==> config.mk <==
export PLATFORM = sky130hd
export DESIGN_NAME = efs_top
export DESIGN_NICKNAME = d
export VERILOG_FILES = /design/src/hdl/efs_pkg.sv /design/src/hdl/efs_top.sv
export SDC_FILE = /design/constraint.sdc
export NUM_CORES = 1
export LEC_CHECK = 0
export BUFFER_PORTS_ARGS = -buffer_cell sky130_fd_sc_hd__buf_2
export CORE_ASPECT_RATIO = 1.5
export CORE_MARGIN = 3
export CORE_UTILIZATION = 40
export CTS_BUF_LIST = sky130_fd_sc_hd__clkbuf_8
export DETAILED_ROUTE_END_ITERATION = 10
export GPL_TIMING_DRIVEN = 0
export HOLD_SLACK_MARGIN = 0.1
export PLACE_DENSITY = 0.59
export REMOVE_ABC_BUFFERS = 1
export SLEW_MARGIN = 20
export SYNTH_ARGS = -nofsm -noshare
export SYNTH_HDL_FRONTEND = slang
export SYNTH_SLANG_ARGS = --single-unit
==> constraint.sdc <==
create_clock -name clk_sys -period 2.7 [get_ports clk_sys]
set_input_delay 0.405 -clock clk_sys [delete_from_list [all_inputs] [get_ports clk_sys]]
set_output_delay 0.405 -clock clk_sys [all_outputs]
set_load 0.01 [all_outputs]
==> src/hdl/efs_pkg.sv <==
// package for the enclosure fault signal block
// assumes a 40 MHz system clock
package efs_pkg;

  // ****************************************
  // timing
  // ****************************************
  localparam int unsigned CLK_HZ          = 40000000;
  localparam int unsigned POLL_MIN_S      = 2;
  localparam int unsigned POLL_MAX_S      = 10;
  localparam int unsigned POLL_DEF_S      = 5;
  localparam int unsigned POLL_DEF_CYC    = POLL_DEF_S * CLK_HZ;
  localparam int unsigned STROBE_NS       = 1000;
  localparam int unsigned CLK_NS          = 25;
  localparam int unsigned STROBE_CYC      = (STROBE_NS + CLK_NS - 1) / CLK_NS;
  localparam int unsigned SETUP_CYC       = 2;

  // ****************************************
  // widths and reset values
  // ****************************************
  localparam int unsigned NUM_DRIVES      = 7;
  localparam int unsigned NUM_CHANS       = 3;
  localparam int unsigned SYNC_W          = 5;
  localparam logic [2:0]  SEL_IDLE        = 3'h7;
  localparam logic [6:0]  IND_RESET       = 7'h00;

  // ****************************************
  // positions of the synchronised inputs
  // ****************************************
  localparam int unsigned IN_OVERTEMP     = 4;
  localparam int unsigned IN_SUPPLY       = 3;
  localparam int unsigned IN_FAN          = 2;
  localparam int unsigned IN_SILENCE      = 1;
  localparam int unsigned IN_RESCAN       = 0;

  // ****************************************
  // types
  // ****************************************
  typedef enum logic [1:0] {
    SCAN_IDLE  = 2'b00,
    SCAN_SETUP = 2'b01,
    SCAN_STRB  = 2'b10,
    SCAN_HOLD  = 2'b11
  } efs_scan_t;

  typedef struct packed {
    logic overtemp;
    logic supply;
    logic fan;
  } efs_fault_t;

endpackage

==> src/hdl/efs_top.sv <==
// enclosure fault signals: indicator strobing, alarm, fault inputs, poll tick
// assumes enclosure inputs are asynchronous level lines from a cable
`timescale 1ns/100ps

// How it works
// - controller alone starts each enclosure exchange
// - poll tick every two to ten seconds
// - alarm output high sounds the alarm
// - seven drive fault outputs, high means faulty
// - three channel strobes, low selects channel
// - low temperature line means active fault
// - low supply line means active fault
// - low fan line means active fault
// - latch swap input, then request rescan
// - high output shows fault management running
module efs_top
  import efs_pkg::*;
#(
  parameter int unsigned POLL_CYC = POLL_DEF_CYC
) (
  // clock and reset
  input  wire logic                   clk_sys,
  input  wire logic                   reset_n,
  // controller side
  input  wire logic                   fm_enable,
  input  wire logic                   alarm_on,
  input  wire logic [NUM_DRIVES-1:0]  chan_fault_0,
  input  wire logic [NUM_DRIVES-1:0]  chan_fault_1,
  input  wire logic [NUM_DRIVES-1:0]  chan_fault_2,
  input  wire logic                   silence_ack,
  input  wire logic                   rescan_ack,
  output logic                        poll_tick,
  output efs_fault_t                  fault_status,
  output logic                        silence_pending,
  output logic                        rescan_pending,
  output logic                        rescan_req,
  // enclosure cable
  output logic                        alarm_out,
  output logic [NUM_DRIVES-1:0]       drive_fault_ind,
  output logic [NUM_CHANS-1:0]        chan_select_n,
  output logic                        fault_mgmt_active_out,
  input  wire logic                   overtemp_fault_in,
  input  wire logic                   supply_fault_in,
  input  wire logic                   fan_fault_in,
  input  wire logic                   alarm_silence_req_n,
  input  wire logic                   rescan_req_n
);

  // ****************************************
  // input synchronisers
  // ****************************************
  logic [SYNC_W-1:0] raw_in;
  logic [SYNC_W-1:0] sync1_r;
  logic [SYNC_W-1:0] sync2_r;

  assign raw_in = {overtemp_fault_in, supply_fault_in, fan_fault_in,
                   alarm_silence_req_n, rescan_req_n};

  genvar gi;
  generate
    for (gi = 0; gi < SYNC_W; gi++) begin : g_sync
      always_ff @(posedge clk_sys or negedge reset_n) begin
        if (!reset_n) begin
          sync1_r[gi] <= 1'b1;
          sync2_r[gi] <= 1'b1;
        end else begin
          sync1_r[gi] <= raw_in[gi];
          sync2_r[gi] <= sync1_r[gi];
        end
      end
    end
  endgenerate

  // ****************************************
  // fault status
  // ****************************************
  logic overtemp_r;
  logic supply_r;
  logic fan_r;

  // cable lines are low active; a fault is held high here
  always_ff @(posedge clk_sys or negedge reset_n) begin
    if (!reset_n) begin
      overtemp_r <= 1'b0;
    end else begin
      overtemp_r <= ~sync2_r[IN_OVERTEMP];
    end
  end

  always_ff @(posedge clk_sys or negedge reset_n) begin
    if (!reset_n) begin
      supply_r <= 1'b0;
    end else begin
      supply_r <= ~sync2_r[IN_SUPPLY];
    end
  end

  always_ff @(posedge clk_sys or negedge reset_n) begin
    if (!reset_n) begin
      fan_r <= 1'b0;
    end else begin
      fan_r <= ~sync2_r[IN_FAN];
    end
  end

  assign fault_status = {overtemp_r, supply_r, fan_r};

  // ****************************************
  // request latches
  // ****************************************
  logic silence_r;
  logic rescan_r;
  logic rescan_pulse_r;

  always_ff @(posedge clk_sys or negedge reset_n) begin
    if (!reset_n) begin
      silence_r <= 1'b0;
    end else if (!sync2_r[IN_SILENCE]) begin
      silence_r <= 1'b1;
    end else if (silence_ack) begin
      silence_r <= 1'b0;
    end
  end

  // set wins over ack, so a swap held low is never lost
  always_ff @(posedge clk_sys or negedge reset_n) begin
    if (!reset_n) begin
      rescan_r <= 1'b0;
    end else if (!sync2_r[IN_RESCAN]) begin
      rescan_r <= 1'b1;
    end else if (rescan_ack) begin
      rescan_r <= 1'b0;
    end
  end

  // pulse once, on the cycle the latch first sets
  always_ff @(posedge clk_sys or negedge reset_n) begin
    if (!reset_n) begin
      rescan_pulse_r <= 1'b0;
    end else begin
      rescan_pulse_r <= !sync2_r[IN_RESCAN] && !rescan_r;
    end
  end

  assign silence_pending = silence_r;
  assign rescan_pending  = rescan_r;
  assign rescan_req      = rescan_pulse_r;

  // ****************************************
  // alarm and active outputs
  // ****************************************
  // alarm held off while a silence request is pending
  always_ff @(posedge clk_sys or negedge reset_n) begin
    if (!reset_n) begin
      alarm_out <= 1'b0;
    end else begin
      alarm_out <= fm_enable && alarm_on && !silence_r;
    end
  end

  always_ff @(posedge clk_sys or negedge reset_n) begin
    if (!reset_n) begin
      fault_mgmt_active_out <= 1'b0;
    end else begin
      fault_mgmt_active_out <= fm_enable;
    end
  end

  // ****************************************
  // poll timer
  // ****************************************
  logic [31:0] poll_cnt_r;
  logic        poll_wrap;

  assign poll_wrap = (poll_cnt_r == 32'(POLL_CYC - 1));

  // counter runs only while fault management is on
  always_ff @(posedge clk_sys or negedge reset_n) begin
    if (!reset_n) begin
      poll_cnt_r <= '0;
    end else if (!fm_enable || poll_wrap) begin
      poll_cnt_r <= '0;
    end else begin
      poll_cnt_r <= poll_cnt_r + 32'h1;
    end
  end

  // one-cycle tick on each wrap
  always_ff @(posedge clk_sys or negedge reset_n) begin
    if (!reset_n) begin
      poll_tick <= 1'b0;
    end else begin
      poll_tick <= fm_enable && poll_wrap;
    end
  end

  // ****************************************
  // indicator strobe sequencer
  // ****************************************
  efs_scan_t             state_r;
  logic [1:0]            chan_r;
  logic [7:0]            cnt_r;
  logic [NUM_DRIVES-1:0] pattern;
  logic                  setup_done;
  logic                  strobe_done;

  // one channel every 44 cycles; a started strobe always completes
  assign setup_done  = (cnt_r == 8'(SETUP_CYC - 1));
  assign strobe_done = (cnt_r == 8'(STROBE_CYC - 1));

  always_comb begin
    case (chan_r)
      2'h0:    pattern = chan_fault_0;
      2'h1:    pattern = chan_fault_1;
      default: pattern = chan_fault_2;
    endcase
  end

  // scan state: load, set up, strobe, release
  always_ff @(posedge clk_sys or negedge reset_n) begin
    if (!reset_n) begin
      state_r <= SCAN_IDLE;
    end else begin
      case (state_r)
        SCAN_IDLE: begin
          if (fm_enable) begin
            state_r <= SCAN_SETUP;
          end
        end
        SCAN_SETUP: begin
          if (setup_done) begin
            state_r <= SCAN_STRB;
          end
        end
        SCAN_STRB: begin
          if (strobe_done) begin
            state_r <= SCAN_HOLD;
          end
        end
        SCAN_HOLD: begin
          state_r <= SCAN_IDLE;
        end
        default: begin
          state_r <= SCAN_IDLE;
        end
      endcase
    end
  end

  // phase counter, cleared at every phase change
  always_ff @(posedge clk_sys or negedge reset_n) begin
    if (!reset_n) begin
      cnt_r <= 8'h00;
    end else if (state_r == SCAN_SETUP && !setup_done) begin
      cnt_r <= cnt_r + 8'h01;
    end else if (state_r == SCAN_STRB && !strobe_done) begin
      cnt_r <= cnt_r + 8'h01;
    end else begin
      cnt_r <= 8'h00;
    end
  end

  // channel advances once the strobe is released
  always_ff @(posedge clk_sys or negedge reset_n) begin
    if (!reset_n) begin
      chan_r <= 2'h0;
    end else if (state_r == SCAN_HOLD) begin
      chan_r <= (chan_r == 2'h2) ? 2'h0 : chan_r + 2'h1;
    end
  end

  // pattern loads only while every strobe is high
  always_ff @(posedge clk_sys or negedge reset_n) begin
    if (!reset_n) begin
      drive_fault_ind <= IND_RESET;
    end else if (state_r == SCAN_IDLE && fm_enable) begin
      drive_fault_ind <= pattern;
    end
  end

  // strobe low for the strobe phase, idle otherwise
  always_ff @(posedge clk_sys or negedge reset_n) begin
    if (!reset_n) begin
      chan_select_n <= SEL_IDLE;
    end else if (state_r == SCAN_SETUP && setup_done) begin
      chan_select_n <= ~(3'h1 << chan_r);
    end else if (state_r == SCAN_STRB && strobe_done) begin
      chan_select_n <= SEL_IDLE;
    end else if (state_r == SCAN_IDLE) begin
      chan_select_n <= SEL_IDLE;
    end
  end

endmodule

==> results.tsv, run 1 <==
metric	value	unit
outcome	finished, final reports clean	
Yosys warnings	0	
sequential area share after synthesis	54.2	%
H-tree depth	3	
Worst Setup End Kind	flop	
clk sink count	73	
Synth top area share	44.2	%
ys async rst share	100	%
crit path max fanout	26	
Pre-Repair DR Iteration Count	4	
Hold Startpoint	fan_fault_in	
pre-CTS WS	0.0241	ns
Die Y	119	um
post-detail-place hpwl	4700	um
synthesized area	3400	um^2
hold depth	1	
Worst setup SP type	flop	
Req. time, crit path	2.91	ns
Mapped Avg Cell Area	10.4	um^2
prevailing post-synth register cell	dfrtp_1	
global-route wire length before repair	11500	um
routed length per placed instance	13.7	um
Core Area	8160	um^2
Post-Layout Cell Count	484	
crit path time final	2.39	ns
period utilization	88.5	%
vias per cell	5.14	
WHS	0.144	ns
Overall Global Routing Usage	15.6	%
vias post-DR	2490	
Post-synth EDFFs	0	
TritonCTS clock tree	done	
# DRC	0	
clock-pin slew on the worst setup and hold paths	0.07	ns
biggest area consumer among synthesized cells	dfrtp_1	
port buffer count	50	
setup violators final	0	
worst setup margin	0.310	ns
DRT antenna net count	0	
Worst R2R Path Depth	5	
Worst Hold End	sync1_r[2]	
largest net degree at the start of global routing	52	
Initial Utilization	41.7	%
Synth Instances	328	
reg2reg end	poll_cnt_r[20]	
# Max-Cap Violations	0	
vias in the first global route	2553	
final setup skew	0.00557	ns
Max Freq	418	MHz
CTS buffer count	9	
slew margin rel.	61.8	%
Clk Tree Root Cell	clkbuf_8	
num rows	40	
total grt overflow	0	
number of synthesized register bits	73	
layout cells sized above 1	22.4	%
chip width	81.3	um
flop-to-flop setup slack	0.31	ns
Antenna diodes	0	
Total Neg Setup Slack	0	ns
initial antenna violation count	0	
final core utilization	48.4	%
I/O pins	51	
final hold vios	0	
largest cells by area after synthesis	dfrtp_1 (44%), dfstp_2 (10%), nor2_1 (5.5%)	
post-synth cell types	38	
Placed Cells incl. Taps	467	
DIE AREA	9660	um^2
Initial DRC Count	114	
Worst Path Class, Setup	flop to flop	
max-slew violation count	0	
unrepaired setup endpoints after global routing	false	
CP arrival	2.60	ns
P_leak	1.80	nW
# nets final	414	
maximum vdd drop	0.475	mV
launch point of the worst reg-to-reg path	poll_cnt_r[18]	
Slew @ Worst Pin	0.568	ns
Final Routed Wirelength	6620	um
Final Wtd Congestion	0.784	
worst skew pair latency	0.35	ns
area delta synth->final	16.0	%
pwr dens	734	nW/um^2
Hold Path Class	input pin to flop	
Post-CTS Setup Inserts	0	
CTS max path bufs	2	
## flip-flops by register name (all words and copies together), names as in the netlist, 2 cells and up
signal           cells
state_r              2
drive_fault_ind      7
sync2_r              5
chan_select_n        3
sync1_r              5
cnt_r                8
chan_r               2
poll_cnt_r          32
## worst max path at each step
stage              startpoint             end
2_1_floorplan  poll_cnt_r[18]  poll_cnt_r[11]
3_3_place_gp    poll_cnt_r[9]  poll_cnt_r[17]
3_5_place_dp   poll_cnt_r[18]  poll_cnt_r[26]
4_1_cts        poll_cnt_r[18]  poll_cnt_r[20]
5_1_grt              cnt_r[3]      state_r[1]
6_report       poll_cnt_r[18]  poll_cnt_r[20]
## placed cells by master (no fill, tap or decap), drive strengths merged, types with 2 or more instances in the layout
cell / count
nor2: 51
xor2: 17
nand2: 21
nor3: 2
dfstp: 13
nor4b: 2
and3: 8
and4: 5
or4: 4
mux2i: 8
or3: 2
bufinv: 2
nand4: 15
and2: 2
nand3: 20
xnor2: 15
buf: 51
nor4: 7
o21ai: 14
a21oi: 10
clkbuf: 10
o32a: 3
clkinv: 2
inv: 15
dfrtp: 60
ha: 8
## through the flow
step	instance area, um^2	total power [mW]
finish	3950	2.90
global route	3950	3.11
CTS	3940	2.95
detailed placement	3710	1.98
global placement	3680	1.95
floorplan	3290	1.75
## cell type report
| class | instances | area, um^2 |
|---|---|---|
| timing repair buffer | 52 | 290 |
| tap | 105 | 131 |
| multi-input combinational | 224 | 1400 |
| clock buffer | 10 | 138 |
| sequential | 73 | 1840 |
| clock inverter | 6 | 90.1 |
| inverter | 14 | 52.6 |
| fill | 771 | 4210 |
## timing repair
item | in CTS | in global routing
endpoints found under the hold margin | 14 | 0
gates resized for setup | 0 | 1
hold buffers | 1 | 0
endpoints found under the setup margin | 0 | 26
## synthesized netlist by cell type (all sizes together), types with 7 or more instances
cell and count:
dfrtp 60, nor2 51, nand2 21, nand3 20
xor2 17, nand4 15, xnor2 15, inv 14
o21ai 14, dfstp 13, clkbuf 11, a21oi 10
and3 8, ha 8, mux2i 8, nor4 7
## report_power, final
group	total, mW	leakage (nW)	internal (mW)	switching (mW)
registers	1.36	0.935	1.23	0.131
logic	0.582	0.756	0.256	0.326
clock network	0.956	0.113	0.548	0.408
total	2.90	1.80	2.03	0.866
## routing by layer
metal  global-route usage, %  wire length, um  up-vias
met5                       0                0        -
met4                    8.67              185        0
met3                    3.78              227       14
met2                    25.7             3420       54
met1                    18.0             2780     1212
li1                        -                -     1210
## cells by family (layout without fill, tap and decap cells)
group | after synthesis | count (layout) | share of synthesized area (%)
simple gates | 141 | 141 | 21.0
flops | 73 | 73 | 54.2
compound gates | 34 | 34 | 6.29
xor+xnor | 32 | 32 | 8.24
buf+inv | 31 | 82 | 4.64
mux | 9 | 9 | 2.69
fa+ha+maj | 8 | 8 | 2.94
## critical path, cell delays in order (launching register included)
cell     delay [ns]
dfrtp_1        0.43
or4_1          0.53
or4_1          0.56
nor2_4         0.16
a21o_2         0.47
nor2_1         0.11
Note: power is estimated with default switching activity, not from simulation.
==> run 2: changes to the inputs <==
Settings changed: ABC_AREA from default to 1, GPL_ROUTABILITY_DRIVEN from default to 0, RECOVER_POWER from default to 100.
==> run 2 against run 1 <==
  * Core utilization shrank 0.25 points
  * Clock power rose by 9.8%
  * Final cell count grew 35%
  * Critical endpoint is now poll_cnt_r[24]
==> results.tsv, run 2 <==
metric	value	unit
Initial DRC Count	185	
global-route wire length before repair	14400	um
chip width	84.9	um
CP max stage cell	dfrtp_1	
biggest area consumer among synthesized cells	dfrtp_1	
total grt overflow	0	
Die Y	124	um
Core Area	8930	um^2
TritonCTS clock tree	done	
Post-CTS Setup Inserts	0	
I/O pins	51	
Pre-Repair DR Iteration Count	4	
largest cells by area after synthesis	dfrtp_1 (40%), nand2_1 (14%), nor2_1 (11%)	
most used cell along the critical path	nor2_1	
CTS buffer count	9	
port buffer count	50	
clk sink count	73	
P_leak	1.94	nW
largest net degree at the start of global routing	52	
Req. time, crit path	2.92	ns
maximum vdd drop	0.475	mV
vias in the first global route	3198	
number of synthesized register bits	73	
Top delay family on crit path	simple AND/OR/NAND/NOR gates	
max-slew violation count	0	
clock-pin slew on the worst setup and hold paths	0.08	ns
slew margin rel.	6.43	%
Post-synth EDFFs	0	
Critical Path Max Stage Delay	0.44	ns
CP arrival	2.29	ns
Yosys warnings	0	
Worst setup SP type	flop	
post-detail-place hpwl	6210	um
Synth Instances	480	
Synth top area share	40.2	%
prevailing post-synth register cell	dfrtp_1	
DP Area	4090	um^2
Slew @ Worst Pin	1.40	ns
post-synth cell types	26	
commonest cells in the netlist	nand2_1 (143), nor2_1 (108), dfrtp_1 (60)	
Initial Utilization	41.8	%
synthesized area	3730	um^2
most frequent cells in the layout	nand2_1 (145), nor2_1 (110), dfrtp_1 (60), inv_1 (46), buf_2 (30)	
# nets final	576	
pre-CTS WS	0.805	ns
Final Routed Wirelength	8370	um
Mapped Avg Cell Area	7.78	um^2
Antenna diodes	0	
Max Freq	483	MHz
cell area after layout	4300	um^2
Hold Path Class	input pin to flop	
commonest non-fill, non-tap cell in the layout	nand2_1	
routed length per placed instance	12.9	um
unrepaired setup endpoints after global routing	false	
Worst Setup End Kind	flop	
Biggest register	poll_cnt_r	
setup violators final	0	
sequential area share after synthesis	49.4	%
CTS max path bufs	2	
DRT antenna net count	0	
Layout fillers	914	
vias per cell	4.78	
worst setup margin	0.629	ns
crit path time final	2.07	ns
Worst Path Class, Setup	flop to flop	
worst skew pair latency	0.35	ns
critical path, cell by cell	ha_1 -> inv_1 -> nor2_1 -> nand2_1 -> nor2_1 -> nand2_1 -> nand2_4 -> nor2_1	
most numerous cell in the Yosys netlist	nand2_1	
Overall Global Routing Usage	17.2	%
H-tree depth	3	
pwr dens	720	nW/um^2
Clk Tree Root Cell	clkbuf_8	
outcome	finished, final reports clean	
final setup skew	0.00463	ns
# Max-Cap Violations	0	
DIE AREA	10500	um^2
biggest regs	poll_cnt_r: 32 flops, cnt_r: 8 flops, drive_fault_ind: 7 flops	
vias post-DR	3114	
layout cells sized above 1	12.6	%
# DRC	0	
period utilization	76.7	%
WP buf/inv	1	
Total Neg Setup Slack	0	ns
initial antenna violation count	0	
max reg flops	32	
ys async rst share	100	%
final hold vios	0	
area delta synth->final	15.2	%
num rows	42	
crit path max fanout	32	
run 2: path summary, 6_finish.rpt:
check,startpoint,to,slack (ns),cells after the start
worst max-delay path,poll_cnt_r[0],poll_cnt_r[24],0.63,8
worst min-delay path,rescan_req_n,sync1_r[0],0.14,1
worst max register to register,poll_cnt_r[0],poll_cnt_r[24],0.63,8
worst min register to register,sync1_r[2],sync2_r[2],0.36,0
max in group asynchronous,reset_n,chan_select_n[2],0.86,3
min in group asynchronous,reset_n,poll_cnt_r[31],0.90,2
run 2: power breakdown:
group	total, mW	switching [mW]	internal (mW)
clock	1.05	0.413	0.634
sequential	1.36	0.102	1.25
combinational	0.691	0.444	0.247
run 2: worst register-to-register path, delay by kind of cell (launching register included):
kind,cells,cell delay (ns)
and+or+nand+nor,6,1.12
DFF,1,0.44
adders and majority gates,1,0.30
buffers and inverters,1,0.07
run 2: timing repair:
item,CTS,global route
endpoints found under the setup margin,0,0
hold buffers,1,0
hold endpoints to repair,20,0
gates resized for setup,0,0
run 2: final cells by class:
class / count / area [um^2] / area share [%]
clock buffer: 10 / 138 / 3.20
inverter: 45 / 169 / 3.93
sequential: 73 / 1840 / 42.9
clock inverter: 6 / 106 / 2.47
tap: 110 / 138 / 3.20
multi-input combinational: 355 / 1640 / 38.2
timing repair buffer: 52 / 263 / 6.11
run 2: logic make-up (layout without fill, tap and decap cells):
kind of cell | Yosys count | count (layout) | synth area share (%)
buffers and inverters | 52 | 113 | 6.13
and+or+nand+nor | 300 | 300 | 33.2
AOI/OAI and AO/OA | 30 | 30 | 4.59
xor gates and xnor gates | 17 | 17 | 3.99
adders and majority gates | 8 | 8 | 2.68
DFF | 73 | 73 | 49.4
run 2: stage by stage:
stage / hold slack [ns] / cells / total power [mW] / utilization (%)
after floorplan: 0.109 / 473 / 1.83 / -
after global placement: 0.345 / 633 / 2.07 / 45.4
after detailed placement: 0.333 / 634 / 2.10 / 45.8
after CTS: 0.114 / 651 / 3.16 / 48.6
after global routing: 0.115 / 651 / 3.31 / 48.1
final: 0.143 / 651 / 3.09 / 48.1
run 2: per-layer routing:
| metal | vias up | wire (um) | track usage [%] |
|---|---|---|---|
| met2 | 51 | 4550 | 29.9 |
| li1 | 1601 | - | - |
| met3 | 16 | 248 | 3.57 |
| met1 | 1446 | 3320 | 19.1 |
| met5 | - | 0 | 0 |
| met4 | 0 | 246 | 9.97 |
==> run 3: changes to the inputs <==
Settings changed: PLACE_DENSITY 0.59 to 0.61.
Clock period 2.7 ns to 1.8 ns, I/O delays scaled along.
==> run 3 against run 2 <==
  * Final cell count increased by 1.2%
  * Worst setup slack lost 0.52 ns
  * Non-clock buffer count is 6 higher
  * Sequential power grew 50%
  * Sequential cell count stayed put
  * Wire length increased by 3.8%
  * Via count increased by 2.1%
  * Critical path depth stayed put
  * Clock skew grew 0.0022 ns
  * Global-route usage shrank 0.25 points
  * Cell area grew 2.3%
  * Critical endpoint is now poll_cnt_r[26]
==> results.tsv, run 3 (synthesis gave the netlist of run 2 again) <==
metric	value	unit
max reg flops	32	
TritonCTS clock tree	done	
vias post-DR	3180	
vias per cell	4.83	
crit path time final	1.69	ns
initial antenna violation count	0	
Slew @ Worst Pin	0.710	ns
Final Total Pwr	4.58	mW
largest net degree at the start of global routing	54	
Pre-Repair DR Iteration Count	4	
Initial DRC Count	159	
most frequent cells in the layout	nand2_1 (143), nor2_1 (108), dfrtp_1 (59), inv_1 (47), buf_2 (30)	
Final Routed Wirelength	8690	um
pwr dens	1040	nW/um^2
H-tree depth	3	
maximum vdd drop	0.836	mV
CTS max path bufs	2	
Clk Tree Root Cell	clkbuf_8	
max-slew violation count	0	
CP max stage cell	dfrtp_2	
unrepaired setup endpoints after global routing	false	
Placed Cells incl. Taps	634	
DP Area	4090	um^2
Core Area	8930	um^2
final setup skew	0.00683	ns
num rows	42	
area delta synth->final	17.8	%
clock-pin slew on the worst setup and hold paths	0.07	ns
chip width	84.9	um
DRT antenna net count	0	
Req. time, crit path	2.05	ns
port buffer count	50	
worst setup margin	0.107	ns
Antenna diodes	0	
Initial Utilization	41.8	%
clk sink count	73	
crit path max fanout	8	
layout cells sized above 1	14.2	%
critical path, cell by cell	ha_2 -> inv_1 -> nor2_4 -> nand2_2 -> nor2_2 -> nand2_4 -> nand2_4 -> nor2_1	
Critical Path Max Stage Delay	0.42	ns
Max Freq	591	MHz
period utilization	94.1	%
total grt overflow	0	
Die Y	124	um
Worst Path Class, Setup	flop to flop	
CP arrival	1.94	ns
final core utilization	49.2	%
routed length per placed instance	13.2	um
pre-CTS WS	-0.125	ns
outcome	finished, final reports clean	
vias in the first global route	3130	
biggest regs	poll_cnt_r: 32 flops, cnt_r: 8 flops, drive_fault_ind: 7 flops	
slew margin rel.	52.7	%
# nets final	584	
P_leak	1.99	nW
Post-CTS Setup Inserts	0	
DIE AREA	10500	um^2
Worst setup SP type	flop	
cell area after layout	4400	um^2
Worst Setup End Kind	flop	
# DRC	0	
final hold vios	0	
most used cell along the critical path	nand2_4	
commonest non-fill, non-tap cell in the layout	nand2_1	
worst skew pair latency	0.36	ns
Overall Global Routing Usage	16.9	%
I/O pins	51	
setup violators final	0	
post-detail-place hpwl	6270	um
# Max-Cap Violations	0	
Biggest register	poll_cnt_r	
Post-Layout Cell Count	659	
global-route wire length before repair	14100	um
CTS buffer count	9	
Hold Path Class	input pin to flop	
## run 3: layout make-up
| class | count | area, um^2 |
|---|---|---|
| clock inverters | 4 | 67.6 |
| well taps | 110 | 138 |
| clock buffers | 12 | 165 |
| flip-flops and latches | 73 | 1840 |
| inverters | 45 | 169 |
| multi-input cells | 357 | 1710 |
| repair buffers | 58 | 307 |
| fillers | 898 | 4540 |
## run 3: timing repair
action                     CTS  global route
setup endpoints to repair   32            32
gates cloned                 0             2
gates resized for setup      2             3
hold endpoints to repair    26             0
hold buffers                 7             0
pin swaps                    0             2
## run 3: metal layers
layer,vias up,share of wire (%),GRT usage [%]
met1,1460,39,18.6
met2,67,53,28.8
met5,-,0,0
li1,1622,-,-
met3,31,2.9,3.04
met4,0,5.1,12.0
## run 3: where the power goes
part	leakage (nW)	switching (mW)	internal (mW)	total, mW
sequential	0.927	0.155	1.88	2.04
clock	0.125	0.604	0.885	1.49
combinational	0.940	0.678	0.377	1.05
total	1.99	1.44	3.15	4.58
## run 3: final timing paths
check	start	to	slack, ns	depth (start not counted)
max in group asynchronous	reset_n	poll_cnt_r[0]	0.44	3
worst max register to register	poll_cnt_r[0]	poll_cnt_r[26]	0.11	8
worst min-delay path	rescan_ack	rescan_pending	0.11	2
worst min register to register	sync1_r[0]	sync2_r[0]	0.36	0
worst max-delay path	poll_cnt_r[0]	poll_cnt_r[26]	0.11	8
min in group asynchronous	reset_n	poll_cnt_r[24]	0.32	2
## run 3: worst max-delay path, delay by kind of cell (launching register included)
family / cells / cell delay [ns]
AND/OR/NAND/NOR: 6 / 0.82
flip-flops: 1 / 0.42
adder cells (fa/ha/maj): 1 / 0.24
buffers and inverters: 1 / 0.08
## run 3: through the flow
step / hold WS, ns / setup TNS, ns
final: 0.109 / 0
after global routing: 0.107 / 0
after CTS: 0.103 / 0
after detailed placement: 0.184 / -3.11
after global placement: 0.345 / -2.03
after floorplan: -0.0256 / 0
